$ cat config.mk
export PLATFORM = sky130hd
export DESIGN_NAME = srbg_core
export DESIGN_NICKNAME = d
export VERILOG_FILES = /design/src/core/srbg_pkg.sv /design/src/core/srbg_prescale.sv /design/src/core/srbg_timer.sv /design/src/core/srbg_core.sv
export VERILOG_INCLUDE_DIRS = /design/src /design/src/core
export SDC_FILE = /design/constraint.sdc
export NUM_CORES = 1
export LEC_CHECK = 0
export ABC_CLOCK_PERIOD_IN_PS = 1810
export BUFFER_PORTS_ARGS = -buffer_cell sky130_fd_sc_hd__buf_2
export CAP_MARGIN = 20
export CORE_MARGIN = 1
export CORE_UTILIZATION = 45
export CTS_BUF_LIST = sky130_fd_sc_hd__clkbuf_8
export DETAILED_ROUTE_END_ITERATION = 8
export PLACE_DENSITY = 0.66
export SYNTH_ARGS = -nofsm -noshare
export SYNTH_HDL_FRONTEND = slang
export SYNTH_SLANG_ARGS = --single-unit
$ cat constraint.sdc
create_clock -name clk_sys -period 1.81 [get_ports clk_sys]
set_input_delay 0.362 -clock clk_sys [delete_from_list [all_inputs] [get_ports clk_sys]]
set_output_delay 0.362 -clock clk_sys [all_outputs]
set_load 0.02 [all_outputs]
$ cat src/core/srbg_cfg.svh
// register map, field positions, reset values and divide limits of the rate generator
// assumes a byte-wide register port with a 3-bit word index
`ifndef SRBG_CFG_SVH
`define SRBG_CFG_SVH

`define SRBG_OFS_RATE_CTL 3'h0
`define SRBG_OFS_RX_CTL 3'h1
`define SRBG_OFS_DIV_LOW 3'h2
`define SRBG_OFS_DIV_HIGH 3'h3
`define SRBG_OFS_TX_CTL 3'h4

`define SRBG_BIT_RX_IDLE 6
`define SRBG_BIT_WIDE 3
`define SRBG_BIT_CLK_POL 4
`define SRBG_BIT_CLK_MASTER 7
`define SRBG_BIT_SYNC 4
`define SRBG_BIT_FAST 2
`define SRBG_BIT_TX_EMPTY 1

`define SRBG_MASK_RATE_CTL 8'h1b
`define SRBG_MASK_RX_CTL 8'hf8
`define SRBG_MASK_TX_CTL 8'hfd

`define SRBG_RST_RATE_CTL 8'h00
`define SRBG_RST_RX_CTL 8'h00
`define SRBG_RST_TX_CTL 8'h00
`define SRBG_RST_DIV 8'h00

// prescale limits are half the multiplier minus one
`define SRBG_HALF_LIM_64 5'h1f
`define SRBG_HALF_LIM_16 5'h07
`define SRBG_HALF_LIM_4 5'h01
`define SRBG_MULT_64 7'h40
`define SRBG_MULT_16 7'h10
`define SRBG_MULT_4 7'h04

`endif

$ cat src/core/srbg_pkg.sv
// types shared by the rate generator modules
// assumes nothing beyond the compile order header, package, modules
package srbg_pkg;

    typedef enum logic [1:0] {SRBG_DIV64, SRBG_DIV16, SRBG_DIV4} srbg_ratio_t;

    typedef logic [2:0] srbg_addr_t;

endpackage : srbg_pkg

$ cat src/core/srbg_prescale.sv
// prescaler: pulses done once every limit+1 clocks
// assumes restart is a one-cycle pulse from the register side
module srbg_prescale
(
    input wire logic clk_sys,
    input wire logic rst,
    input wire logic restart,
    input wire logic [4:0] limit,
    output logic done
);

    logic [4:0] count_q;
    logic [4:0] count_d;

    assign done = (count_q == 5'h00) && !restart;
    assign count_d = (restart || count_q == 5'h00) ? limit : count_q - 5'h01;

    always_ff @(posedge clk_sys)
    begin
        if (rst)
            count_q <= 5'h1f;
        else
            count_q <= count_d;
    end

endmodule : srbg_prescale

$ cat src/core/srbg_timer.sv
// reloading down-counter; expires after n+1 prescaler steps
// assumes step and restart are one-cycle pulses
module srbg_timer
(
    input wire logic clk_sys,
    input wire logic rst,
    input wire logic restart,
    input wire logic step,
    input wire logic [15:0] reload,
    output logic expire,
    output logic [15:0] count
);

    logic [15:0] count_q;
    logic [15:0] count_d;

    assign expire = step && (count_q == 16'h0000) && !restart;
    assign count = count_q;

    always_comb
    begin
        count_d = count_q;
        if (restart || expire)
            count_d = reload;
        else if (step)
            count_d = count_q - 16'h0001;
    end

    always_ff @(posedge clk_sys)
    begin
        if (rst)
            count_q <= 16'h0000;
        else
            count_q <= count_d;
    end

endmodule : srbg_timer

$ cat src/core/srbg_core.sv
// rate generator top: control registers, divisor pair and bit-rate ticks
// assumes a byte register port, read data one cycle after the read strobe
//
// Chosen here: the placing of the registers and strobed register access.
`include "srbg_cfg.svh"

// Contract
// RULE1: eight-bit counter after reset, wide when selected
// RULE2: timer runs freely, period from divisor pair
// RULE3: async ratio from speed and width; sync ignores speed
// RULE4: async narrow low speed divides by 64(n+1)
// RULE5: async wide low speed divides by 16(n+1)
// RULE6: sync divides by 4(n+1), either width
// RULE7: async fast: narrow 16(n+1), wide 4(n+1)
// RULE8: divisor write restarts the timer at once
// RULE9: software checks idle flag before clock change
// RULE10: high byte bits 15:8, low byte 7:0
// RULE11: software picks fast or wide to cut error
// RULE12: idle flag reads one when receiver idle
// RULE13: sync bit one selects synchronous operation
// RULE14: sync master drives clock from the generator
module srbg_core
(
    input wire logic clk_sys,
    input wire logic rst,
    input wire logic [2:0] addr,
    input wire logic [7:0] wrData,
    input wire logic wrStrobe,
    input wire logic rdStrobe,
    output logic [7:0] rdData,
    input wire logic receiverIdle,
    input wire logic txShiftEmpty,
    output logic bitTick,
    output logic halfTick,
    output logic syncClkOut,
    output logic syncClkOe,
    output logic syncMode,
    output logic clockMaster
);

    function automatic logic isDivisor(input srbg_pkg::srbg_addr_t a);
        isDivisor = (a == `SRBG_OFS_DIV_LOW) || (a == `SRBG_OFS_DIV_HIGH);
    endfunction : isDivisor

    function automatic srbg_pkg::srbg_ratio_t ratioOf(input logic sync, input logic wide,
        input logic fast);
        if (sync)
            ratioOf = srbg_pkg::SRBG_DIV4; // see RULE6
        else if (wide && fast)
            ratioOf = srbg_pkg::SRBG_DIV4; // see RULE7
        else if (wide || fast)
            ratioOf = srbg_pkg::SRBG_DIV16; // see RULE5 RULE7
        else
            ratioOf = srbg_pkg::SRBG_DIV64; // see RULE4
    endfunction : ratioOf

    logic [7:0] rateCtl_q;
    logic [7:0] rxCtl_q;
    logic [7:0] txCtl_q;
    logic [7:0] divLow_q;
    logic [7:0] divHigh_q;
    logic restart_q;
    logic phase_q;
    logic [7:0] rdData_q;
    logic bitTick_q;
    logic halfTick_q;
    logic syncClk_q;
    logic syncClkOe_q;

    wire logic wrRate = wrStrobe && (addr == `SRBG_OFS_RATE_CTL);
    wire logic wrRx = wrStrobe && (addr == `SRBG_OFS_RX_CTL);
    wire logic wrTx = wrStrobe && (addr == `SRBG_OFS_TX_CTL);
    wire logic wrLow = wrStrobe && (addr == `SRBG_OFS_DIV_LOW);
    wire logic wrHigh = wrStrobe && (addr == `SRBG_OFS_DIV_HIGH);
    wire logic wrDiv = wrStrobe && isDivisor(addr);
    wire logic wideSel = rateCtl_q[`SRBG_BIT_WIDE];
    wire logic syncSel = txCtl_q[`SRBG_BIT_SYNC];
    wire logic fastSel = txCtl_q[`SRBG_BIT_FAST];
    wire logic masterSel = txCtl_q[`SRBG_BIT_CLK_MASTER];
    wire logic clkPol = rateCtl_q[`SRBG_BIT_CLK_POL];
    wire srbg_pkg::srbg_ratio_t ratio = ratioOf(syncSel, wideSel, fastSel); // see RULE3
    // narrow mode ignores the high byte
    wire logic [15:0] divisorN = wideSel ? {divHigh_q, divLow_q} : {8'h00, divLow_q}; // see RULE1
    wire logic [4:0] halfLimit = (ratio == srbg_pkg::SRBG_DIV64) ? `SRBG_HALF_LIM_64 :
        (ratio == srbg_pkg::SRBG_DIV16) ? `SRBG_HALF_LIM_16 : `SRBG_HALF_LIM_4;
    wire logic preDone;
    wire logic expire;
    wire logic [15:0] timerCount;
    wire logic syncMasterOn = syncSel && masterSel; // see RULE14
    wire logic [7:0] rateRead = (rateCtl_q & `SRBG_MASK_RATE_CTL)
        | (8'({receiverIdle}) << `SRBG_BIT_RX_IDLE); // see RULE12
    wire logic [7:0] txRead = (txCtl_q & `SRBG_MASK_TX_CTL)
        | (8'({txShiftEmpty}) << `SRBG_BIT_TX_EMPTY);
    wire logic [7:0] rdMux = (addr == `SRBG_OFS_RATE_CTL) ? rateRead :
        (addr == `SRBG_OFS_RX_CTL) ? (rxCtl_q & `SRBG_MASK_RX_CTL) :
        (addr == `SRBG_OFS_DIV_LOW) ? divLow_q :
        (addr == `SRBG_OFS_DIV_HIGH) ? divHigh_q :
        (addr == `SRBG_OFS_TX_CTL) ? txRead : 8'h00;

    // half-period steps: two per bit so the sync clock is symmetric
    srbg_prescale u_prescale
    (
        .clk_sys(clk_sys),
        .rst(rst),
        .restart(restart_q),
        .limit(halfLimit),
        .done(preDone)
    );

    srbg_timer u_timer
    (
        .clk_sys(clk_sys),
        .rst(rst),
        .restart(restart_q),
        .step(preDone),
        .reload(divisorN),
        .expire(expire),
        .count(timerCount)
    );

    always_ff @(posedge clk_sys)
    begin
        if (rst)
        begin
            rateCtl_q <= `SRBG_RST_RATE_CTL;
            rxCtl_q <= `SRBG_RST_RX_CTL;
            txCtl_q <= `SRBG_RST_TX_CTL;
        end
        else
        begin
            if (wrRate)
                rateCtl_q <= wrData & `SRBG_MASK_RATE_CTL;
            if (wrRx)
                rxCtl_q <= wrData & `SRBG_MASK_RX_CTL;
            if (wrTx)
                txCtl_q <= wrData & `SRBG_MASK_TX_CTL;
        end
    end

    always_ff @(posedge clk_sys)
    begin
        if (rst)
        begin
            divLow_q <= `SRBG_RST_DIV;
            divHigh_q <= `SRBG_RST_DIV;
        end
        else
        begin
            if (wrLow)
                divLow_q <= wrData; // see RULE10
            if (wrHigh)
                divHigh_q <= wrData; // see RULE10
        end
    end

    // restart one cycle later so the new divisor is already stored
    always_ff @(posedge clk_sys)
    begin
        if (rst)
            restart_q <= 1'b1;
        else
            restart_q <= wrDiv; // see RULE8
    end

    always_ff @(posedge clk_sys)
    begin
        if (rst || restart_q)
            phase_q <= 1'b0;
        else if (expire)
            phase_q <= !phase_q; // see RULE2
    end

    always_ff @(posedge clk_sys)
    begin
        if (rst)
        begin
            bitTick_q <= 1'b0;
            halfTick_q <= 1'b0;
        end
        else
        begin
            halfTick_q <= expire;
            bitTick_q <= expire && phase_q; // see RULE2
        end
    end

    // idle level follows the polarity bit; edges at each half period
    always_ff @(posedge clk_sys)
    begin
        if (rst)
        begin
            syncClk_q <= 1'b0;
            syncClkOe_q <= 1'b0;
        end
        else
        begin
            syncClkOe_q <= syncMasterOn; // see RULE14
            if (!syncMasterOn || restart_q)
                syncClk_q <= clkPol;
            else if (expire)
                syncClk_q <= !syncClk_q; // see RULE14
        end
    end

    always_ff @(posedge clk_sys)
    begin
        if (rst)
            rdData_q <= 8'h00;
        else if (rdStrobe)
            rdData_q <= rdMux;
        else
            rdData_q <= 8'h00;
    end

    assign rdData = rdData_q;
    assign bitTick = bitTick_q;
    assign halfTick = halfTick_q;
    assign syncClkOut = syncClk_q;
    assign syncClkOe = syncClkOe_q;
    assign syncMode = txCtl_q[`SRBG_BIT_SYNC]; // see RULE13
    assign clockMaster = txCtl_q[`SRBG_BIT_CLK_MASTER];

    // checking helpers: cycles between bit ticks under steady settings
    logic [22:0] spanCnt_q;
    logic spanValid_q;
    logic [6:0] multNow;
    logic [22:0] spanExpect;

    assign multNow = (ratio == srbg_pkg::SRBG_DIV64) ? `SRBG_MULT_64 :
        (ratio == srbg_pkg::SRBG_DIV16) ? `SRBG_MULT_16 : `SRBG_MULT_4;
    assign spanExpect = 23'((32'(multNow) * (32'(divisorN) + 32'd1)) - 32'd1);

    always_ff @(posedge clk_sys)
    begin
        if (rst || bitTick_q)
            spanCnt_q <= 23'h000000;
        else
            spanCnt_q <= spanCnt_q + 23'h000001;
    end

    always_ff @(posedge clk_sys)
    begin
        if (rst || wrStrobe)
            spanValid_q <= 1'b0;
        else if (bitTick_q)
            spanValid_q <= 1'b1;
    end

    chk_narrow_after_reset: assert property (@(posedge clk_sys) // see RULE1
        rst |=> !wideSel && divisorN[15:8] == 8'h00)
        else $error("counter not narrow after reset");

    chk_ratio_narrow_slow: assert property (@(posedge clk_sys) disable iff (rst) // see RULE4
        bitTick_q && spanValid_q && !syncSel && !wideSel && !fastSel
        |-> spanCnt_q == 23'((32'd64 * (32'(divLow_q) + 32'd1)) - 32'd1))
        else $error("narrow slow async period wrong");

    chk_ratio_wide_slow: assert property (@(posedge clk_sys) disable iff (rst) // see RULE5
        bitTick_q && spanValid_q && !syncSel && wideSel && !fastSel
        |-> spanCnt_q == 23'((32'd16 * (32'({divHigh_q, divLow_q}) + 32'd1)) - 32'd1))
        else $error("wide slow async period wrong");

    chk_ratio_sync: assert property (@(posedge clk_sys) disable iff (rst) // see RULE6
        bitTick_q && spanValid_q && syncSel
        |-> spanCnt_q == 23'((32'd4 * (32'(divisorN) + 32'd1)) - 32'd1))
        else $error("sync period wrong");

    chk_ratio_fast: assert property (@(posedge clk_sys) disable iff (rst) // see RULE7
        bitTick_q && spanValid_q && !syncSel && fastSel |-> spanCnt_q == spanExpect
        && multNow == (wideSel ? 7'h04 : 7'h10))
        else $error("fast async period wrong");

    chk_sync_ignores_fast: assert property (@(posedge clk_sys) disable iff (rst) // see RULE3
        syncSel |-> ratio == srbg_pkg::SRBG_DIV4 && halfLimit == 5'h01)
        else $error("sync rate depends on speed bit");

    chk_free_running: assert property (@(posedge clk_sys) disable iff (rst) // see RULE2
        spanValid_q |-> spanCnt_q <= spanExpect)
        else $error("bit tick overdue");

    chk_divisor_write: assert property (@(posedge clk_sys) disable iff (rst) // see RULE8
        wrDiv ##1 !wrDiv |=> timerCount == divisorN && !halfTick_q)
        else $error("divisor write did not restart timer");

    chk_divisor_bytes: assert property (@(posedge clk_sys) disable iff (rst) // see RULE10
        wrHigh && !wrLow |=> divHigh_q == $past(wrData) && divLow_q == $past(divLow_q))
        else $error("divisor high byte not stored");

    chk_idle_flag: assert property (@(posedge clk_sys) disable iff (rst) // see RULE12
        rdStrobe && addr == `SRBG_OFS_RATE_CTL |=> rdData_q[6] == $past(receiverIdle))
        else $error("idle flag read wrong");

    chk_clock_master: assert property (@(posedge clk_sys) disable iff (rst) // see RULE14
        syncClkOe_q && $past(syncClkOe_q) && !$past(restart_q) && halfTick_q
        |-> syncClk_q != $past(syncClk_q))
        else $error("master clock did not toggle");

    chk_mode_select: assert property (@(posedge clk_sys) disable iff (rst) // see RULE13
        wrTx |=> syncMode == $past(wrData[4]))
        else $error("sync select not stored");

endmodule : srbg_core

Word-level counts from Yosys, hierarchy flattened
Index checks and enable logic that the tools add are counted.
W data, S select, Z words.
{ "word_totals": {"register_bits": 67, "in_bits": 17, "out_inout_bits": 14, "wordCells": 69} }
{ "classes": {"add_sub_neg": 2, "n_eq_ne": 5, "mux": 16, "bitwise_logic": 3, "reduce_logical": 29} }
{ "ops": {"columns": ["operator", "n"], "rows": [
  ["$mux W16", 3],
  ["$mux W8", 5],
  ["$logic_not A16 Y1", 1],
  ["$sub A16 B1 Y16 const B", 1],
  ["$logic_and A1 B1 Y1", 12],
  ["$mux W5", 2],
  ["$or A8 B2 Y8", 1],
  ["$or A5 B7 Y7", 1],
  ["$eq A3 B2 Y1 const B", 2],
  ["$logic_or A1 B1 Y1", 6],
  ["$logic_not A5 Y1", 1],
  ["$sub A5 B1 Y5 const B", 1],
  ["$logic_not A1 Y1", 4],
  ["$mux W2", 2],
  ["$reduce_bool A2 Y1", 2],
  ["$eq A3 B1 Y1 const B", 1],
  ["$eq A3 B3 Y1 const B", 1],
  ["$logic_not A3 Y1", 1],
  ["$mux W1", 3],
  ["$mux W3", 1],
  ["$eq A2 B1 Y1 const B", 1],
  ["$logic_not A2 Y1", 1],
  ["$reduce_or A2 Y1", 1],
  ["$not A1 Y1", 1]
]} }

Depth between registers and ports, before layout
{ "depth": {"depth_word": 8, "depth_mapped": 9} }

Cells and area by module
A second synthesis with hierarchy kept.
{ "unflattened": {"hier_cells": 333, "hier_area_um2": 3256.9} }
{ "by_module_without_submodules": {"columns": ["module", "n_inst", "cells_each", "area_each_um2", "seq_area_each_um2"], "rows": [
  ["srbg_core", 1, 202, 1981.9, 920.9],
  ["srbg_timer", 1, 104, 1016.0, 320.3],
  ["srbg_prescale", 1, 27, 259.0, 100.1]
]} }

Worst setup path after synthesis
OpenSTA, ideal clock, no wires.
{ "synth_timing": {"kind": "flip-flop to flip-flop", "from": "register u_prescale.count_q[0]", "to": "register u_timer.count_q[7] (netlist: u_timer.count[7])", "setup_ns": 0.127, "arrival_ns": 1.752, "t_required_ns": 1.683, "slack_ns": -0.069, "stages_incl_launch_ff": 10, "n_path_buf": 2, "synth_period_minus_slack_ns": 1.879, "cell_sequence": "dfxtp_1 inv_1 ha_1 or4b_1 buf_2 nor3_4 a21oi_2 buf_2 o21ai_0 a21oi_1"} }
{ "synth_between": {"elab_chain_cells": 6} }
{ "synth_rtl": {"columns": ["item", "line_no", "rtl"], "rows": [
  ["start, declared", "srbg_prescale.sv:12", "logic [4:0] count_q;"],
  ["start signal, assigned", "srbg_prescale.sv:23", "count_q <= count_d;"],
  ["$logic_not A5 Y1 *", "srbg_prescale.sv:15", "assign done = (count_q == 5'h00) && !restart;"],
  ["$logic_and A1 B1 Y1 *", "srbg_prescale.sv:15", null],
  ["$logic_and A1 B1 Y1 (2 in series)", "srbg_timer.sv:17", "assign expire = step && (count_q == 16'h0000) && !restart;"],
  ["$logic_or A1 B1 Y1", "srbg_timer.sv:23", "if (restart || expire)"],
  ["$mux W16 or $reduce_bool A2 Y1 (tied branches)", null, null],
  ["end signal, assigned", "srbg_timer.sv:34", "count_q <= count_d;"],
  ["end, declared", "srbg_timer.sv:14", "logic [15:0] count_q;"]
]} }
Every way passes the cells marked *; elsewhere a longest branch is shown, timed or not.
A chain may end at the register's enable or synchronous reset.

Worst setup path after layout
{ "layout_timing": {"from": "register u_timer.count_q[1] (netlist: u_timer.count[1])", "to": "register u_timer.count_q[7] (netlist: u_timer.count[7])"} }
{ "layout_between": {"elab_chain_cells": 5} }
{ "layout_rtl": {"columns": ["item"], "rows": [
  ["parallel branches: the longest is 5 deep, another holds $sub A16 B1 Y16"]
]} }
Parallel ways; which one is timed is not known. The select of a mux whose other input is x is not followed.

==> impl_metrics.ini <==
[die]
rows = 30
initial_core_util_pct = 46.6
ios = 31
die_x_um = 85.9
die_area_um2 = 7370
fp.dieH_um = 85.9
core_area_um2 = 6790

[sta]
rsz0062_at_grt = yes
finalSetupViolCount = 5
holdWs_ns = 0.273
drv_slew = 0
fin_crit_ns = 1.86
fin_worst_skew_ns = 0.0101
relSlewSlack_pct = 67.7
finalWorstSetupSlack_ns = -0.0527
worst_slew_pin_slew_ns = 0.480
fin_crit_sh_pct = 103
finalHoldViolCount = 0
fmax_mhz = 537
tns_ns = -0.180

[pwr]
p_leak_nw = 1.57
vdd_drop_max_mv = 0.550
power_density_nw_per_um2 = 828
power_mw = 3.38

[placement]
dp.cells = 537
post_dp_cell_area_um2 = 3730
port_buffers = 30
dp_slack_ns = -0.0438
routabilityCongestion = 0.895
hpwl_um = 6690

[synth]
synth_most_common_cell = dfxtp_1
synthCells = 382
yosysWarnings = 0
synthTopCellsByCount = 67 x dfxtp_1, 54 x nor2_1, 53 x nand2_1
syn_area_per_cell_um2 = 8.29
synth.distinct_cells = 56
yosysTopAreaCellShare_pct = 42.4
yosysSeqAreaShare_pct = 42.4
synth_ff_type = dfxtp_1
synth_top_area_cell = dfxtp_1
syn_nets = 402
synth_seq_cells = 67
netlist_area_um2 = 3170
async_flop_share_pct = 0
ys_top_cells_by_area = dfxtp_1 42%, mux2i_1 7.0%, nor2_1 6.4%
synth-edff-count = 0

[final_layout]
drive_above_1_share_pct = 28.5
diodes = 0
fin_nets = 478
area_growth_syn_to_layout_pct = 29.1
final_util_pct = 60.1
finish.instance_area_um2 = 4090
seqCellArea_um2 = 1350
stdcell_count = 559
fillers = 622
multi_input_area_um2 = 1810

[global_routing]
grt-ovfl-total = 0
grt_antenna_before_repair = 0
grt_pass1_vias = 3153
grtUsageTotal_pct = 27.0
grt_pass1_wl_um = 15400
grt_start_max_net_pins = 24

[worst_setup_path]
crit_arrival_ns = 2.08
endpoint_kind = flip-flop
start_kind = flip-flop
worst_ep_required_time_ns = 2.02
critical_path_class = flip-flop to flip-flop
rrSetupSlack_ns = -0.05
crit_path_max_fanout = 4

[routing]
drt_iter0_markers = 218
vias = 3143
dr.pass1.iters = 4
viasPerCell = 5.62
drc = 0
wl_per_cell_um = 16.4
totalWireLength_um = 9170
ant_nets = 0

[clock_network]
cts_buffer_depth = 2
htreeDepth = 3
cts.sinks = 67
cts_buffers = 9
cts_tree = built
clk_latency_ns = 0.35
clk_pin_slew_ns = 0.08
clock-root-buffer = clkbuf_8

[status]
violations = negative setup slack
outcome = complete, but fails checks

[worst_hold_path]
min_path_type = input pin to flip-flop

[job]
drv_cap = 0
## metal layers
metal  vias to the layer above  track usage (%)  part of all wire (%)
li1                       1527                -                     -
met1                      1470             34.0                    44
met2                       117             43.6                    48
met3                        29             4.91                   4.4
met4                         0             15.3                   3.5
met5                         -                0                     0
## worst paths after layout
kind                                        from                to  cells after the start
worst max register to register  u_timer.count[1]  u_timer.count[7]                      8
worst max-delay path            u_timer.count[1]  u_timer.count[7]                      8
worst min register to register           phase_q           bitTick                      1
worst min-delay path                   wrData[1]      divHigh_q[1]                      3
## report_power, final
part / leakage (nW) / internal [mW] / total, mW / switching (mW)
clock: 0.0995 / 0.686 / 1.32 / 0.638
combinational: 0.922 / 0.211 / 0.503 / 0.291
sequential: 0.544 / 1.51 / 1.56 / 0.0428
total: 1.57 / 2.41 / 3.38 / 0.972
## flip-flops by register name, summed over array words and instances (netlist names)
name / flops
bitTick: 1
divHigh_q: 8
divLow_q: 8
halfTick: 1
phase_q: 1
rateCtl_q: 4
rdData: 8
restart_q: 1
rxCtl_q: 5
syncClkOe: 1
syncClkOut: 1
txCtl_q: 7
u_prescale.count_q: 5
u_timer.count: 16
## logic make-up after synthesis
logic type	count (synthesis)	synth area share [%]
AOI/OAI and AO/OA	92	18.5
adders and majority gates	3	1.19
and+or+nand+nor	160	24.6
xor gates and xnor gates	5	1.38
muxes	26	8.38
buffers and inverters	29	3.60
DFF	67	42.4
## worst max-delay path, cell delays in order, from the launching register on
cell	delay (ns)
dfxtp_1	0.38
inv_1	0.06
ha_1	0.20
nor2b_2	0.18
nand2_1	0.13
nor2_1	0.08
buf_4	0.16
o311ai_0	0.41
a21oi_1	0.13
## cell usage in the layout, fill, tap and decap left out, drive strengths merged, types with 3 or more instances in the layout
master and n:
nand4 4, a22oi 3, nor3 10, buf 82
dfxtp 67, nand2 53, mux2 4, ha 3
nand3 15, xnor2 4, o211ai 4, a31oi 6
a21oi 40, a211oi 3, nor2 55, nor4 6
o311ai 3, inv 12, o21ai 13, nand2b 3
nor2b 5, mux2i 22, clkbuf 10
## what timing repair did
| action | 4_1_cts | 5_1_grt |
|---|---|---|
| setup buffers | 2 | 3 |
| gates resized for setup | 11 | 13 |
| hold buffers | 0 | 0 |
| setup endpoints to repair | 5 | 21 |
| cloned | 1 | 0 |
| pin swaps | 5 | 10 |
## cell type report
cell class / instances / share of cell area [%]
multi-input combinational: 287 / 44.4
tap: 96 / 2.94
inverter: 11 / 1.01
timing repair buffer: 82 / 13.6
clock inverter: 6 / 1.75
clock buffer: 10 / 3.37
sequential: 67 / 32.9
No activity file was read; power rests on OpenSTA's default activity.
